### src/rftd_consts.svh
// Register map, field positions, reset values and codes of the driver bank
// ==========================================================================
// Behaviour
// RULE1: Enable bit drives both pins, else none
// RULE2: Bit 7 inverts second driver pin
// RULE3: Bit 6 inverts first driver pin
// RULE4: Clock mode field; codes 011b, 110b unsupported
// RULE5: Amplitude code picks 100/250/500/1000 mV reduction
// RULE6: Max carrier bit overrides amplitude reduction
// RULE7: Five-bit residual carrier percentage field
// RULE8: Second overshoot length in carrier clocks
// RULE9: Invert bit inverts selected modulation signal
// RULE10: Source select: none, envelope, serial, reserved
// RULE11: First overshoot timer length field
// RULE12: Load current trim steers modulation index
// RULE13: Reserved bits read zero, ignore writes
`ifndef RFTD_CONSTS_SVH
`define RFTD_CONSTS_SVH

// ==========================================================================
// Register offsets
`define RFTD_ADDR_DRIVER_MODE     8'h28
`define RFTD_ADDR_CARRIER_AMP     8'h29
`define RFTD_ADDR_MOD_CONTROL     8'h2A
`define RFTD_ADDR_OVERSHOOT_TRIM  8'h2B
`define RFTD_ADDR_STATUS          8'h30

// ==========================================================================
// Reset values and writable masks
`define RFTD_RST_DRIVER_MODE      8'h00
`define RFTD_RST_CARRIER_AMP      8'h00
`define RFTD_RST_MOD_CONTROL      8'h00
`define RFTD_RST_OVERSHOOT_TRIM   8'h00
`define RFTD_WMASK_DRIVER_MODE    8'hCF
`define RFTD_WMASK_CARRIER_AMP    8'hDF

// ==========================================================================
// Field positions
`define RFTD_DM_TWO_INV           7
`define RFTD_DM_ONE_INV           6
`define RFTD_DM_ENABLE            3
`define RFTD_DM_MODE_HI           2
`define RFTD_AMP_RED_HI           7
`define RFTD_AMP_RED_LO           6
`define RFTD_AMP_RES_HI           4
`define RFTD_CON_LEN_HI           7
`define RFTD_CON_LEN_LO           4
`define RFTD_CON_CW_MAX           3
`define RFTD_CON_INVERT           2
`define RFTD_CON_SEL_HI           1
`define RFTD_TRIM_LEN_HI          7
`define RFTD_TRIM_LEN_LO          4
`define RFTD_TRIM_LOAD_HI         3

// ==========================================================================
// Carrier level reductions in millivolts
`define RFTD_CW_RED0_MV           10'h064
`define RFTD_CW_RED1_MV           10'h0FA
`define RFTD_CW_RED2_MV           10'h1F4
`define RFTD_CW_RED3_MV           10'h3E8
`define RFTD_CW_MAX_MV            10'h000

`endif

### src/rftd_pkg.sv
// Types shared by the transmitter driver configuration bank
package rftd_pkg;

   // ======================================================================
   // Driver clock modes
   typedef enum logic [2:0] {
      RFTD_CM_HIZ        = 3'h0,
      RFTD_CM_PUSH_PULL  = 3'h1,
      RFTD_CM_OPEN_DRAIN = 3'h2,
      RFTD_CM_FIX_LOW    = 3'h4,
      RFTD_CM_FIX_HIGH   = 3'h5
   } rftd_clk_mode_t;

   // Modulation sources
   typedef enum logic [1:0] {
      RFTD_SRC_NONE     = 2'h0,
      RFTD_SRC_ENVELOPE = 2'h1,
      RFTD_SRC_SERIAL   = 2'h2
   } rftd_mod_src_t;

   // Overshoot sequencer states, one-hot
   typedef enum logic [3:0] {
      RFTD_ST_IDLE  = 4'h1,
      RFTD_ST_BOOST = 4'h2,
      RFTD_ST_MOD   = 4'h4,
      RFTD_ST_TAIL  = 4'h8
   } rftd_fsm_t;

   // ======================================================================
   // Carriers
   typedef struct packed {
      logic [7:0] addr;
      logic [7:0] wdata;
      logic       wr;
      logic       rd;
   } rftd_bus_req_t;

   typedef struct packed {
      logic       enable;
      logic       invert;
      logic [2:0] mode;
   } rftd_drv_cfg_t;

   typedef struct packed {
      logic out;
      logic oe_n;
   } rftd_pin_t;

   // State of the bank, apart from the two driver pin registers
   typedef struct packed {
      logic [7:0] drv_mode;
      logic [7:0] amp;
      logic [7:0] con;
      logic [7:0] trim;
      logic [7:0] rdata;
      logic [2:0] carr_sync;
      logic       carr_lvl;
      logic [2:0] ser_sync;
      logic       ser_lvl;
      rftd_fsm_t  state;
      logic [3:0] cnt;
      logic [9:0] red_mv;
      logic       modulating;
      logic       boost;
   } rftd_state_t;

endpackage

### src/rftd_driver_pin.sv
// Output stage of one transmitter driver pin
`timescale 1ns/1ps
`default_nettype none

module rftd_driver_pin (
   // Clock and reset
   input  wire logic                    clk_i,
   input  wire logic                    resetn_i,
   // Configuration and drive level
   input  wire rftd_pkg::rftd_drv_cfg_t cfg_i,
   input  wire logic                    data_i,
   // Pin state
   output var  rftd_pkg::rftd_pin_t     pin_o
);

   rftd_pkg::rftd_pin_t d;
   logic                lvl;

   // Mode decode; unsupported codes leave the pin floating
   always_comb begin
      lvl = data_i ^ cfg_i.invert;
      d = '{out: 1'b0, oe_n: 1'b1};
      if (cfg_i.enable) begin // RULE1
         case (cfg_i.mode) // RULE4
            rftd_pkg::RFTD_CM_PUSH_PULL:  d = '{out: lvl, oe_n: 1'b0};
            rftd_pkg::RFTD_CM_OPEN_DRAIN: d = '{out: 1'b0, oe_n: lvl};
            rftd_pkg::RFTD_CM_FIX_LOW:    d = '{out: 1'b0, oe_n: 1'b0};
            rftd_pkg::RFTD_CM_FIX_HIGH:   d = '{out: 1'b1, oe_n: 1'b0};
            default:                      d = '{out: 1'b0, oe_n: 1'b1};
         endcase
      end
   end

   // State register
   always_ff @(posedge clk_i or negedge resetn_i) begin
      if (!resetn_i) begin
         pin_o <= '{out: 1'b0, oe_n: 1'b1};
      end else begin
         pin_o <= d;
      end
   end
endmodule // rftd_driver_pin

`default_nettype wire

### src/rftd_top.sv
// Transmitter driver configuration bank with overshoot sequencer
`timescale 1ns/1ps
`default_nettype none
`include "rftd_consts.svh"

module rftd_top (
   // Clock and reset
   input  wire logic                    clk_i,
   input  wire logic                    resetn_i,
   // Register port
   input  wire rftd_pkg::rftd_bus_req_t bus_i,
   output logic [7:0]                   rdata_o,
   // Modulation and carrier inputs
   input  wire logic                    carrier_i,
   input  wire logic                    transmit_envelope_i,
   input  wire logic                    external_serial_input_i,
   // Driver pins
   output logic                         driver_out_one_o,
   output logic                         driver_out_one_oe_n_o,
   output logic                         driver_out_two_o,
   output logic                         driver_out_two_oe_n_o,
   // Analog controls
   output logic                         cw_max_o,
   output logic [1:0]                   carrier_level_reduction_o,
   output logic [9:0]                   reduction_mv_o,
   output logic [4:0]                   residual_carrier_o,
   output logic [3:0]                   load_current_trim_o,
   // Modulation status
   output logic                         modulating_o,
   output logic                         overshoot_first_o
);

   // ======================================================================
   // State and reset value
   localparam rftd_pkg::rftd_state_t RST = '{
      drv_mode: `RFTD_RST_DRIVER_MODE,
      amp:      `RFTD_RST_CARRIER_AMP,
      con:      `RFTD_RST_MOD_CONTROL,
      trim:     `RFTD_RST_OVERSHOOT_TRIM,
      state:    rftd_pkg::RFTD_ST_IDLE,
      red_mv:   `RFTD_CW_RED0_MV,
      default:  '0
   };

   rftd_pkg::rftd_state_t q;
   rftd_pkg::rftd_state_t d;

   // Decoded fields
   logic [2:0]               driver_clock_mode;
   logic                     drivers_enable;
   logic                     driver_one_invert;
   logic                     driver_two_invert;
   logic [1:0]               carrier_level_reduction;
   logic [1:0]               modulation_source_select;
   logic                     modulation_invert;
   logic [3:0]               overshoot_len_second;
   logic [3:0]               overshoot_len_first;
   logic                     carrier_tick;
   logic                     mod_src;
   logic                     mod_raw;
   logic                     pin_data;
   rftd_pkg::rftd_drv_cfg_t  cfg_one;
   rftd_pkg::rftd_drv_cfg_t  cfg_two;
   rftd_pkg::rftd_pin_t      pin_one;
   rftd_pkg::rftd_pin_t      pin_two;

   // ======================================================================
   // Field decode
   assign driver_clock_mode        = q.drv_mode[`RFTD_DM_MODE_HI:0];
   assign drivers_enable           = q.drv_mode[`RFTD_DM_ENABLE];
   assign driver_one_invert        = q.drv_mode[`RFTD_DM_ONE_INV];
   assign driver_two_invert        = q.drv_mode[`RFTD_DM_TWO_INV];
   assign carrier_level_reduction  = q.amp[`RFTD_AMP_RED_HI:`RFTD_AMP_RED_LO];
   assign modulation_source_select = q.con[`RFTD_CON_SEL_HI:0];
   assign modulation_invert        = q.con[`RFTD_CON_INVERT];
   assign overshoot_len_second     = q.con[`RFTD_CON_LEN_HI:`RFTD_CON_LEN_LO];
   assign overshoot_len_first      = q.trim[`RFTD_TRIM_LEN_HI:`RFTD_TRIM_LEN_LO];

   // Rising carrier edge once second and third stages agree
   assign carrier_tick = (q.carr_sync[1] == q.carr_sync[2]) && q.carr_sync[2] && !q.carr_lvl;

   // Modulation source select and inversion
   always_comb begin
      case (modulation_source_select) // RULE10
         rftd_pkg::RFTD_SRC_ENVELOPE: mod_src = transmit_envelope_i;
         rftd_pkg::RFTD_SRC_SERIAL:   mod_src = q.ser_lvl;
         default:                     mod_src = 1'b0;
      endcase
   end
   assign mod_raw = mod_src ^ modulation_invert; // RULE9

   // Carrier gated off at full modulation depth
   assign pin_data = q.carr_lvl & ~(q.modulating & (q.amp[`RFTD_AMP_RES_HI:0] == 5'h00)); // RULE7

   // Per-pin configuration
   assign cfg_one = '{enable: drivers_enable, invert: driver_one_invert,
                      mode: driver_clock_mode}; // RULE1 RULE3
   assign cfg_two = '{enable: drivers_enable, invert: driver_two_invert,
                      mode: driver_clock_mode}; // RULE1 RULE2

   // ======================================================================
   // Next state
   always_comb begin
      d = q;
      // Pin synchronisers
      d.carr_sync = {q.carr_sync[1:0], carrier_i};
      d.ser_sync  = {q.ser_sync[1:0], external_serial_input_i};
      if (q.carr_sync[1] == q.carr_sync[2]) begin
         d.carr_lvl = q.carr_sync[2];
      end
      if (q.ser_sync[1] == q.ser_sync[2]) begin
         d.ser_lvl = q.ser_sync[2];
      end

      // Register writes, reserved bits held at zero
      if (bus_i.wr) begin
         case (bus_i.addr)
            `RFTD_ADDR_DRIVER_MODE:
               d.drv_mode = bus_i.wdata & `RFTD_WMASK_DRIVER_MODE; // RULE13
            `RFTD_ADDR_CARRIER_AMP:
               d.amp = bus_i.wdata & `RFTD_WMASK_CARRIER_AMP; // RULE13
            `RFTD_ADDR_MOD_CONTROL:    d.con = bus_i.wdata;
            `RFTD_ADDR_OVERSHOOT_TRIM: d.trim = bus_i.wdata; // RULE12
            default:                   d.rdata = q.rdata;
         endcase
      end

      // Register reads, answered in the next cycle only
      d.rdata = 8'h00;
      if (bus_i.rd) begin
         case (bus_i.addr)
            `RFTD_ADDR_DRIVER_MODE:    d.rdata = q.drv_mode;
            `RFTD_ADDR_CARRIER_AMP:    d.rdata = q.amp;
            `RFTD_ADDR_MOD_CONTROL:    d.rdata = q.con;
            `RFTD_ADDR_OVERSHOOT_TRIM: d.rdata = q.trim;
            `RFTD_ADDR_STATUS:
               d.rdata = {q.state, q.carr_lvl, q.ser_lvl, q.modulating, q.boost};
            default:                   d.rdata = 8'h00;
         endcase
      end

      // Carrier amplitude reduction, maximum override first
      if (q.con[`RFTD_CON_CW_MAX]) begin // RULE6
         d.red_mv = `RFTD_CW_MAX_MV;
      end else begin
         case (carrier_level_reduction) // RULE5
            2'h0:    d.red_mv = `RFTD_CW_RED0_MV;
            2'h1:    d.red_mv = `RFTD_CW_RED1_MV;
            2'h2:    d.red_mv = `RFTD_CW_RED2_MV;
            default: d.red_mv = `RFTD_CW_RED3_MV;
         endcase
      end

      // Overshoot sequencer
      case (q.state)
         rftd_pkg::RFTD_ST_IDLE: begin
            if (mod_raw && overshoot_len_first != 4'h0) begin // RULE11
               d.state = rftd_pkg::RFTD_ST_BOOST;
               d.cnt   = overshoot_len_first;
            end else if (mod_raw) begin
               d.state = rftd_pkg::RFTD_ST_MOD;
            end
         end
         rftd_pkg::RFTD_ST_BOOST: begin
            if (carrier_tick && q.cnt == 4'h1) begin // RULE11
               d.state = rftd_pkg::RFTD_ST_MOD;
               d.cnt   = 4'h0;
            end else if (carrier_tick) begin
               d.cnt = q.cnt - 4'h1;
            end
         end
         rftd_pkg::RFTD_ST_MOD: begin
            if (!mod_raw && overshoot_len_second != 4'h0) begin // RULE8
               d.state = rftd_pkg::RFTD_ST_TAIL;
               d.cnt   = overshoot_len_second;
            end else if (!mod_raw) begin
               d.state = rftd_pkg::RFTD_ST_IDLE;
            end
         end
         rftd_pkg::RFTD_ST_TAIL: begin
            if (mod_raw) begin
               d.state = rftd_pkg::RFTD_ST_MOD;
               d.cnt   = 4'h0;
            end else if (carrier_tick && q.cnt == 4'h1) begin // RULE8
               d.state = rftd_pkg::RFTD_ST_IDLE;
               d.cnt   = 4'h0;
            end else if (carrier_tick) begin
               d.cnt = q.cnt - 4'h1;
            end
         end
         default: begin
            d.state = rftd_pkg::RFTD_ST_IDLE;
            d.cnt   = 4'h0;
         end
      endcase
      d.modulating = (d.state != rftd_pkg::RFTD_ST_IDLE);
      d.boost      = (d.state == rftd_pkg::RFTD_ST_BOOST);
   end

   // State register
   always_ff @(posedge clk_i or negedge resetn_i) begin
      if (!resetn_i) begin
         q <= RST;
      end else begin
         q <= d;
      end
   end

   // ======================================================================
   // Driver pins
   rftd_driver_pin u_pin_one (
      .clk_i    (clk_i),
      .resetn_i (resetn_i),
      .cfg_i    (cfg_one),
      .data_i   (pin_data),
      .pin_o    (pin_one)
   );

   rftd_driver_pin u_pin_two (
      .clk_i    (clk_i),
      .resetn_i (resetn_i),
      .cfg_i    (cfg_two),
      .data_i   (pin_data),
      .pin_o    (pin_two)
   );

   // ======================================================================
   // Outputs, all from flip-flops
   assign rdata_o                   = q.rdata;
   assign driver_out_one_o          = pin_one.out;
   assign driver_out_one_oe_n_o     = pin_one.oe_n;
   assign driver_out_two_o          = pin_two.out;
   assign driver_out_two_oe_n_o     = pin_two.oe_n;
   assign cw_max_o                  = q.con[`RFTD_CON_CW_MAX]; // RULE6
   assign carrier_level_reduction_o = carrier_level_reduction;
   assign reduction_mv_o            = q.red_mv;
   assign residual_carrier_o        = q.amp[`RFTD_AMP_RES_HI:0]; // RULE7
   assign load_current_trim_o       = q.trim[`RFTD_TRIM_LOAD_HI:0]; // RULE12
   assign modulating_o              = q.modulating;
   assign overshoot_first_o         = q.boost;
endmodule // rftd_top

`default_nettype wire

### config.mk
export PLATFORM = sky130hd
export DESIGN_NAME = rftd_top
export DESIGN_NICKNAME = d
export VERILOG_FILES = /design/src/rftd_pkg.sv /design/src/rftd_driver_pin.sv /design/src/rftd_top.sv
export VERILOG_INCLUDE_DIRS = /design/src /design/src/src
export SDC_FILE = /design/constraint.sdc
export NUM_CORES = 1
export LEC_CHECK = 0
export ABC_AREA = 1
export ABC_CLOCK_PERIOD_IN_PS = 3400
export BUFFER_PORTS_ARGS = -buffer_cell sky130_fd_sc_hd__buf_2
export CORE_UTILIZATION = 50
export DETAILED_ROUTE_END_ITERATION = 10
export PLACE_DENSITY = 0.73
export RECOVER_POWER = 25
export SYNTH_ARGS = -nofsm -noshare
export SYNTH_HDL_FRONTEND = slang
export SYNTH_SLANG_ARGS = --single-unit
### constraint.sdc
create_clock -name clk_i -period 3.4 [get_ports clk_i]
set_input_delay 0.17 -clock clk_i [delete_from_list [all_inputs] [get_ports clk_i]]
set_output_delay 0.17 -clock clk_i [all_outputs]
set_load 0.005 [all_outputs]
==> Word level (Yosys, flattened, before mapping) <==
Cells that the tools add are included.
{ "totals": {"register_bits": 69, "latchBits": 0, "ram_bits": 0, "romBits": 0, "in_bits": 23, "elab_cells": 86, "n_memories": 0} }
{ "classes": {"addsub": 1, "n_mul": 0, "div_mod_pow": 0, "magnitude_cmp": 0, "n_eq_ne": 24, "n_shift": 0, "n_mux": 21, "n_bitwise": 6, "n_reduce_logical": 16} }
{ "ops": {"columns": ["operator", "n"], "rows": [
  ["8-bit by 6-bit == test with 1-bit output, second input constant", 5],
  ["4-bit 2-to-1 mux", 10],
  ["8-bit case mux with 5 select lines", 1],
  ["8-bit case mux with 4 select lines", 1],
  ["10-bit case mux with 3 select lines", 1],
  ["8-bit 2-to-1 mux", 2],
  ["2-bit case mux with 4 select lines", 2],
  ["10-bit 2-to-1 mux", 1],
  ["2-bit AND reduction", 5],
  ["4-bit by 1-bit == test with 1-bit output, second input constant", 2],
  ["4-bit by 2-bit == test with 1-bit output, second input constant", 2],
  ["4-bit nonzero test", 2],
  ["3-bit == test, second input constant", 2],
  ["1-bit logical AND", 5],
  ["5-bit logical NOT", 1],
  ["2-bit by 1-bit == test with 1-bit output, second input constant", 2],
  ["2-bit == test, second input constant", 2],
  ["4-bit by 3-bit == test with 1-bit output, second input constant", 1],
  ["4-bit == test, second input constant", 1],
  ["2-bit 2-to-1 mux", 2],
  ["2-bit != test, second input constant", 2],
  ["4-bit by 1-bit != test with 1-bit output, second input constant", 1],
  ["4-bit by 1-bit subtractor with 4-bit output, second input constant", 1],
  ["3-bit by 1-bit == test with 1-bit output, second input constant", 1],
  ["8 further kinds", 13]
]} }

==> Longest topological paths before layout <==
Gate-level depths: netlist of the first run.
{ "logic_depth": {"depth_word": 8, "depth_mapped": 13} }

==> By module <==
A second synthesis of the first run with hierarchy kept.
{ "unflattened": {"cells_unflattened": 448, "area_unflattened_um2": 3634.7} }
{ "by_module_without_submodules": {"columns": ["module", "instances", "cells_per_inst", "area_each_um2", "seq_area_each_um2"], "rows": [
  ["rftd_top", 1, 406, 3369.5, 1580.3],
  ["rftd_driver_pin", 2, 21, 132.6, 51.3]
]} }

==> Worst setup path before layout of the first run <==
OpenSTA, ideal clock, no wires.
{ "synth_timing": {"path_kind": "flip-flop to flip-flop", "from": "register q (netlist bit modulation_source_select[0])", "to": "register q[12] (netlist bit)", "arrival_ps": 1406, "setup_slack_ps": 1878, "stages_incl_launch_ff": 13, "path_buffers": 0, "synth_period_minus_slack_ps": 1522, "path_cell_list": "dfrtp_1 -> inv_1 -> ha_1 -> inv_1 -> nand2_1 -> nand2_1 -> nand2_1 -> nand2_1 -> nand2_1 -> nand2_1 -> inv_1 -> nand2_1 -> nand2_1"} }
{ "synth_between": {"elab_chain_len": 7} }
{ "synth_rtl": {"columns": ["item", "line", "source"], "rows": [
  ["start, declared", "rftd_top.sv:45", "rftd_pkg::rftd_state_t q;"],
  ["start signal, assigned", "rftd_top.sv:203", "q <= RST;"],
  ["start signal, assigned", "rftd_top.sv:205", "q <= d;"],
  ["2-bit == test / 2-bit by 1-bit == test with 1-bit output (equally long branches)", "rftd_top.sv:84", "case (modulation_source_select)"],
  ["1-bit case mux with 2 select lines (*)", "rftd_top.sv:84", null],
  ["1-bit XOR (*)", "rftd_top.sv:90", "assign mod_raw = mod_src ^ modulation_invert;"],
  ["1-bit logical NOT", null, null],
  ["1-bit logical AND", "rftd_top.sv:173", "if (!mod_raw && overshoot_len_second != 4'h0) begin"],
  ["2-bit != test (no line)", null, null],
  ["2-bit AND reduction (no line)", null, null]
]} }
Every way passes the cells marked *; elsewhere a longest branch is shown, timed or not.
A chain may end at the register's enable or synchronous reset.

==> reports/results.tsv, run 1 <==
stage	metric	value	unit
outcome	outcome	complete, no violations	
route	first_iter_violations	205	
placed_design	place_inst	534	
clock_network	clockBufferDepth	2	
sta	slew_violations	0	
floorplanning	pin_count	59	
setup_path	worstPathMaxFanout	42	
clock_network	clk_latency	350	ps
logic_synthesis	synthArstFlopShare	100.0	%
power	switching_share	31.29	%
placed_design	place_ws	1689	ps
layout	finalCoreUtilization	57.27	%
power	pwr-share-comb	19.8	%
sta	relSlewSlack	5.537	%
setup_path	startpoint_type	input pin	
layout	fillers	605	
sta	worstMarginPinSlew	1417	ps
route	dr.pass1.iters	5	
clock_network	numCtsBuffers	9	
layout	layout.nets	484	
floorplanning	rows	30	
logic_synthesis	avgSynthCellArea	8.470	sq um
sta	finalSetupTns	0	ps
logic_synthesis	synth_most_common_cell	nand2_1	
clock_network	cts_setup_buffers	0	
logic_synthesis	synth_edf_count	0	
route	vias	2732	
power	switchingPower	621.4	uW
sta	finalSetupViolations	0	
logic_synthesis	ys_types	36	
logic_synthesis	synthTopCellsByArea	dfrtp_1 (44%), nand2_1 (9.9%), buf_4 (6.4%)	
floorplanning	start_util	51.86	%
logic_synthesis	yosysTopAreaCell	dfrtp_1	
grt	grt_pass1_wl	12120	microns
floorplanning	core-area	0.006794	sq mm
grt	gr-total-overflow	0	
clock_network	cts_num_sinks	67	
route	via_per_inst	4.940	
logic_synthesis	syn_inst	416	
setup_path	arrival	2360	ps
route	routed_wl	7355	microns
route	avgRoutedWirePerCell	13.30	microns
setup_path	end_kind	asynchronous set/reset pin	
placed_design	gp_congestion	0.8592	
power	ir_drop	0.2131	mV
sta	hold_viol	0	
floorplanning	die-area	0.007387	sq mm
power	p_clk_share	32.8	%
grt	antenna_found_initial	0	
sta	period_share	56.36	%
logic_synthesis	yosysTopAreaCellShare	44.03	%
sta	fin_ws	1484	ps
logic_synthesis	ys_seq_area_share	47.76	%
setup_path	path_class	in2async	
min_path	hp-class	in2reg	
logic_synthesis	synth_flop_cell	dfrtp_1	
grt	track_usage	21.80	%
sta	rsz0062_at_grt	false	
route	antenna_left	0	
logic_synthesis	synth_seq_cells	67	
clock_network	ctsRootBufferMaster	clkbuf_8	
power	power_leakage	2.033	nW
logic_synthesis	ys_top_cells_by_count	nand2_1 (93), dfrtp_1 (62), inv_1 (53), nor2_1 (35), nand3_1 (31)	
layout	n_antenna_cell	0	
sta	fin_crit	1916	ps
route	drc_errors	0	
placed_design	hpwl	5508	microns
clock_network	hold_buffers	3	
layout	drive_gt1_share	23.41	%
clock_network	cts-htree-levels	3	
flow_run	max-cap-violations	0	
sta	finClkSkew	4.771	ps
logic_synthesis	syn_area	0.003523	sq mm
setup_path	r2r_slack	1640	ps
floorplanning	die_w	85.95	microns
power	p_per_area	510.4	mW/mm^2
logic_synthesis	syn_nets	448	
logic_synthesis	ys_warn_count	0	
grt	grt_pass1_vias	2564	
grt	grt_start_max_net_pins	43	
clock_network	tritoncts	yes	
power	p_int	1.365	mW
placed_design	numPortBuffers	57	
floorplanning	die_height	85.95	microns
layout	multiInputGateArea	0.001361	sq mm
clock_network	cts_resized	0	
power	p_seq_share	47.4	%
layout	regArea	0.001683	sq mm
layout	synthToLayoutAreaGrowth	10.44	%
clock_network	cts.reportedPaths.clkPinSlew	70	ps
sta	clock.fmax	0.5218	GHz
setup_path	cp_data_required_time	3840	ps
layout	fin_cells	553	
==> placed cells by master (no fill, tap or decap), types with 4 or more instances in the layout <==
| cell | Yosys | layout |
|---|---|---|
| nand2_2 | 4 | 4 |
| inv_2 | 4 | 4 |
| buf_2 | 2 | 54 |
| o21ai_1 | 12 | 12 |
| nand3_1 | 31 | 31 |
| o22ai_1 | 5 | 5 |
| ha_1 | 9 | 9 |
| o21ai_0 | 18 | 18 |
| o21ai_2 | 13 | 13 |
| clkbuf_1 | 2 | 4 |
| inv_1 | 53 | 53 |
| nand4_1 | 6 | 6 |
| a21oi_1 | 9 | 9 |
| clkbuf_8 | 0 | 10 |
| dfrtp_1 | 62 | 62 |
| nor2_1 | 35 | 35 |
| nand2_1 | 93 | 93 |
| dfstp_2 | 5 | 5 |
==> worst max-delay path, cell delays in order <==
cell,delay [ps]
dlygate4sd3_1,520
clkbuf_1,1030
buf_4,630
==> power groups by stage <==
stage                     Sequential, mW  Clock (mW)  Combinational (mW)
final                              0.942       0.652               0.393
after global routing               0.951       0.696               0.447
after CTS                          0.942       0.663               0.393
after detailed placement           0.955           0               0.386
after global placement             0.954           0               0.376
after floorplan                    0.932           0               0.290
==> kinds of logic (layout without fill, tap and decap cells) <==
group	after synthesis	in the layout	share of synthesized area [%]
AO/OA/AOI/OAI	60	60	10.30
multiplexers	1	1	0.4260
adder cells (fa/ha/maj)	10	10	3.480
XOR/XNOR	3	3	0.7459
flip-flops	67	67	47.76
buffers and inverters	93	134	13.60
AND/OR/NAND/NOR	181	181	23.58
other	1	1	0.1064
==> area by class of cell <==
class                   count  area share, %
flip-flops and latches     67          43.25
multi-input cells         256          34.98
repair buffers             61          8.199
inverters                  57          5.498
clock buffers              11          3.633
well taps                  96          3.087
clock inverters             5          1.350
==> through the flow <==
step	total power, mW	cell area (sq um)	hold WS [ps]
6_report	1.986	3891	66.84
3_5_place_dp	1.341	3671	205.3
5_1_grt	2.093	3891	70.91
4_1_cts	1.998	3895	58.06
3_3_place_gp	1.330	3671	203.4
2_1_floorplan	1.222	3523	-125.6
==> path summary, 6_finish.rpt <==
| check | cells after the start | startpoint | to |
|---|---|---|---|
| max in group clk_i | 12 | modulation_source_select[0] | q[14] |
| worst max-delay path | 3 | resetn_i | reduction_mv_o[2] |
| worst max register to register | 12 | modulation_source_select[0] | q[14] |
| worst min register to register | 0 | d[26] | d[27] |
| min in group asynchronous | 2 | resetn_i | u_pin_one.pin_o[1] |
| worst min-delay path | 3 | bus_i[5] | cw_max_o |
==> flip-flops by register name, indices dropped and copies added (netlist names) <==
signal / count
modulating_o: 1
d: 4
cfg_two: 1
load_current_trim_o: 4
q: 12
u_pin_one.pin_o: 2
overshoot_len_second: 4
overshoot_len_first: 4
overshoot_first_o: 1
cfg_one: 5
modulation_source_select: 2
residual_carrier_o: 5
carrier_level_reduction_o: 2
rdata_o: 8
reduction_mv_o: 8
cw_max_o: 1
u_pin_two.pin_o: 2
modulation_invert: 1
==> per-layer routing <==
| metal | global-route usage [%] | part of all wire [%] | vias to the layer above |
|---|---|---|---|
| met5 | 0 | 0 | - |
| met4 | 9.091 | 2.1 | 0 |
| met3 | 5.871 | 6.4 | 14 |
| met2 | 34.49 | 46 | 99 |
| met1 | 28.39 | 45 | 1250 |
| li1 | - | - | 1369 |
(Power assumes the default switching activity.)
==> run 2: changes to the inputs <==
--- a/config.mk
+++ b/config.mk
@@ -7,11 +7,11 @@
 export NUM_CORES = 1
 export LEC_CHECK = 0
 export ABC_AREA = 1
-export ABC_CLOCK_PERIOD_IN_PS = 3400
+export ABC_CLOCK_PERIOD_IN_PS = 1600
 export BUFFER_PORTS_ARGS = -buffer_cell sky130_fd_sc_hd__buf_2
 export CORE_UTILIZATION = 50
 export DETAILED_ROUTE_END_ITERATION = 10
-export PLACE_DENSITY = 0.73
+export PLACE_DENSITY = 0.76
 export RECOVER_POWER = 25
 export SYNTH_ARGS = -nofsm -noshare
 export SYNTH_HDL_FRONTEND = slang
==> constraint.sdc (replaced) <==
create_clock -name clk_i -period 1.6 [get_ports clk_i]
set_input_delay 0.08 -clock clk_i [delete_from_list [all_inputs] [get_ports clk_i]]
set_output_delay 0.08 -clock clk_i [all_outputs]
set_load 0.005 [all_outputs]
==> run 2 against run 1 <==
The run now ends with setup timing left; clock skew rose by 4.4 ps; power rose by 130%; worst hold slack got worse by 61 ps; sequential cell count did not move; die area did not move; via count rose by 6.0%; wire length rose by 6.4%; utilization rose by 4.6 points; critical path depth rose by 11; non-clock buffer count rose by 22; sequential share of layout area fell by 3.2 points.
==> reports/results.tsv, run 2 (same netlist as run 1, synthesis figures left out) <==
stage	metric	value	unit
grt	met1_usage	28.54	%
setup_path	end_kind	flop	
clock_network	clockBufferDepth	2	
floorplanning	rows	30	
layout	drive_gt1_share	32.36	%
layout	largest_reg_flops	12	
outcome	outcome	complete, but fails checks	
floorplanning	core-area	0.006794	sq mm
min_path	hp-class	in2reg	
flow_run	max-cap-violations	0	
grt	grt_pass1_wl	12560	microns
sta	worstMarginPinSlew	890.0	ps
setup_path	cp_data_required_time	1830	ps
sta	period_share	100.3	%
clock_network	clk_latency	340	ps
sta	hold_viol	0	
sta	fin_ws	-4.713	ps
floorplanning	die_height	85.95	microns
floorplanning	die-area	0.007387	sq mm
layout	fillers	589	
layout	multiInputGateArea	0.001469	sq mm
grt	gr-total-overflow	0	
placed_design	numPortBuffers	57	
grt	met2_usage	36.36	%
clock_network	cts_num_sinks	67	
grt	grt_util_met3	4.331	%
layout	fin_cells	575	
sta	finClkSkew	9.202	ps
sta	rsz0062_at_grt	true	
route	via_per_inst	5.035	
layout	regArea	0.001683	sq mm
layout	synthToLayoutAreaGrowth	19.35	%
route	dr.pass1.iters	5	
route	avgRoutedWirePerCell	13.61	microns
layout	final_area	0.004205	sq mm
grt	track_usage	22.45	%
route	first_iter_violations	259	
setup_path	worstPathMaxFanout	4	
route	routed_wl	7826	microns
setup_path	arrival	1840	ps
placed_design	place_area	0.003789	sq mm
placed_design	place_inst	548	
route	vias	2895	
setup_path	cp_slowest_cell	dfrtp_1	
placed_design	hpwl	5784	microns
sta	finalSetupViolations	1	
grt	grt_pass1_vias	2741	
clock_network	numCtsBuffers	9	
layout	n_antenna_cell	0	
power	ir_drop	0.5219	mV
layout	layout.cells.most_common_list	nand2_1 (78), dfrtp_1 (62), buf_2 (57), inv_1 (49), nor2_1 (33)	
sta	clock.fmax	0.6232	GHz
layout	top_register	q	
setup_path	startpoint_type	flop	
layout	layout.nets	506	
clock_network	tritoncts	yes	
grt	busiest_layer	met2	
route	drc_errors	0	
outcome	failed_checks	setup timing	
route	antenna_left	0	
clock_network	cts-htree-levels	3	
sta	slew_violations	0	
setup_path	slowest_delay	420	ps
grt	grt_start_max_net_pins	68	
min_path	whs_path_depth	3	
placed_design	gp_congestion	0.8967	
clock_network	ctsRootBufferMaster	clkbuf_8	
clock_network	cts.reportedPaths.clkPinSlew	70	ps
sta	fin_crit	1605	ps
setup_path	path_class	reg2reg	
setup_path	cp_cell_sequence	inv_2 > ha_4 > nand2_2 > nand2_2 > nand2_2 > nand2_4 > nand2_4 > buf_6 > nand2_4 > nand2_4 > nand2_1 > nand2_1 > nand2_1 > nand2_1	
layout	layout_commonest_cell	nand2_1	
power	power_leakage	2.180	nW
floorplanning	start_util	51.86	%
floorplanning	die_w	85.95	microns
floorplanning	pin_count	59	
power	p_per_area	1063	mW/mm^2
sta	relSlewSlack	40.67	%
grt	antenna_found_initial	0	
setup_path	r2r_cells	14	
## run 2: power by group
part           switching [mW]  leakage (nW)  internal [mW]
registers               0.141         0.851           1.85
clock network           0.636         0.106          0.809
logic                   0.639          1.22          0.391
## run 2: layout make-up
class	count	share of cell area [%]
Inverter	57	5.088
Tap cell	96	2.856
Timing Repair Buffer	83	12.08
Clock inverter	5	1.428
Sequential cell	67	40.02
Clock buffer	11	3.600
Multi-Input combinational cell	256	34.93
## run 2: worst paths after layout
kind | to | slack (ps) | from
setup reg to reg | q[12] | -5 | modulation_source_select[1]
max in group asynchronous | q[12] | 520 | resetn_i
hold reg to reg | d[23] | 350 | d[22]
setup / recovery | q[12] | -5 | modulation_source_select[1]
min in group asynchronous | u_pin_two.pin_o[1] | 510 | resetn_i
hold / removal | modulation_source_select[1] | 6 | bus_i[3]
## run 2: through the flow
stage | TNS [ps] | hold slack [ps] | power, mW | setup slack, ps | utilization (%)
CTS | 0 | 0.9832 | 4.406 | 14.13 | 60.29
finish | -4.713 | 5.568 | 4.469 | -4.713 | 61.90
detailed placement | -273.7 | 126.9 | 2.930 | -75.55 | 55.76
global route | -264.2 | 8.020 | 4.728 | -108.3 | 61.90
global placement | 0 | 120.8 | 2.878 | 41.21 | 55.76
floorplan | 0 | -215.6 | 2.596 | 77.57 | -
## run 2: worst max-delay path: cells and delay by family (launching register included)
kind	cells	cell delay (ps)
fa+ha+maj	1	120
buf+inv	2	240
flops	1	420
simple gates	11	700
## run 2: per-layer routing
metal	share of wire [%]	wire length, microns
met3	6.1	480
met2	48	3759
met4	1.9	145
met1	44	3440
met5	0	0
## run 2: timing repair
item / in CTS / in global routing
hold buffers: 8 / 0
pin swaps: 0 / 9
setup buffers: 0 / 3
gates resized for setup: 7 / 27
setup endpoints to repair: 5 / 7
hold endpoints to repair: 69 / 0
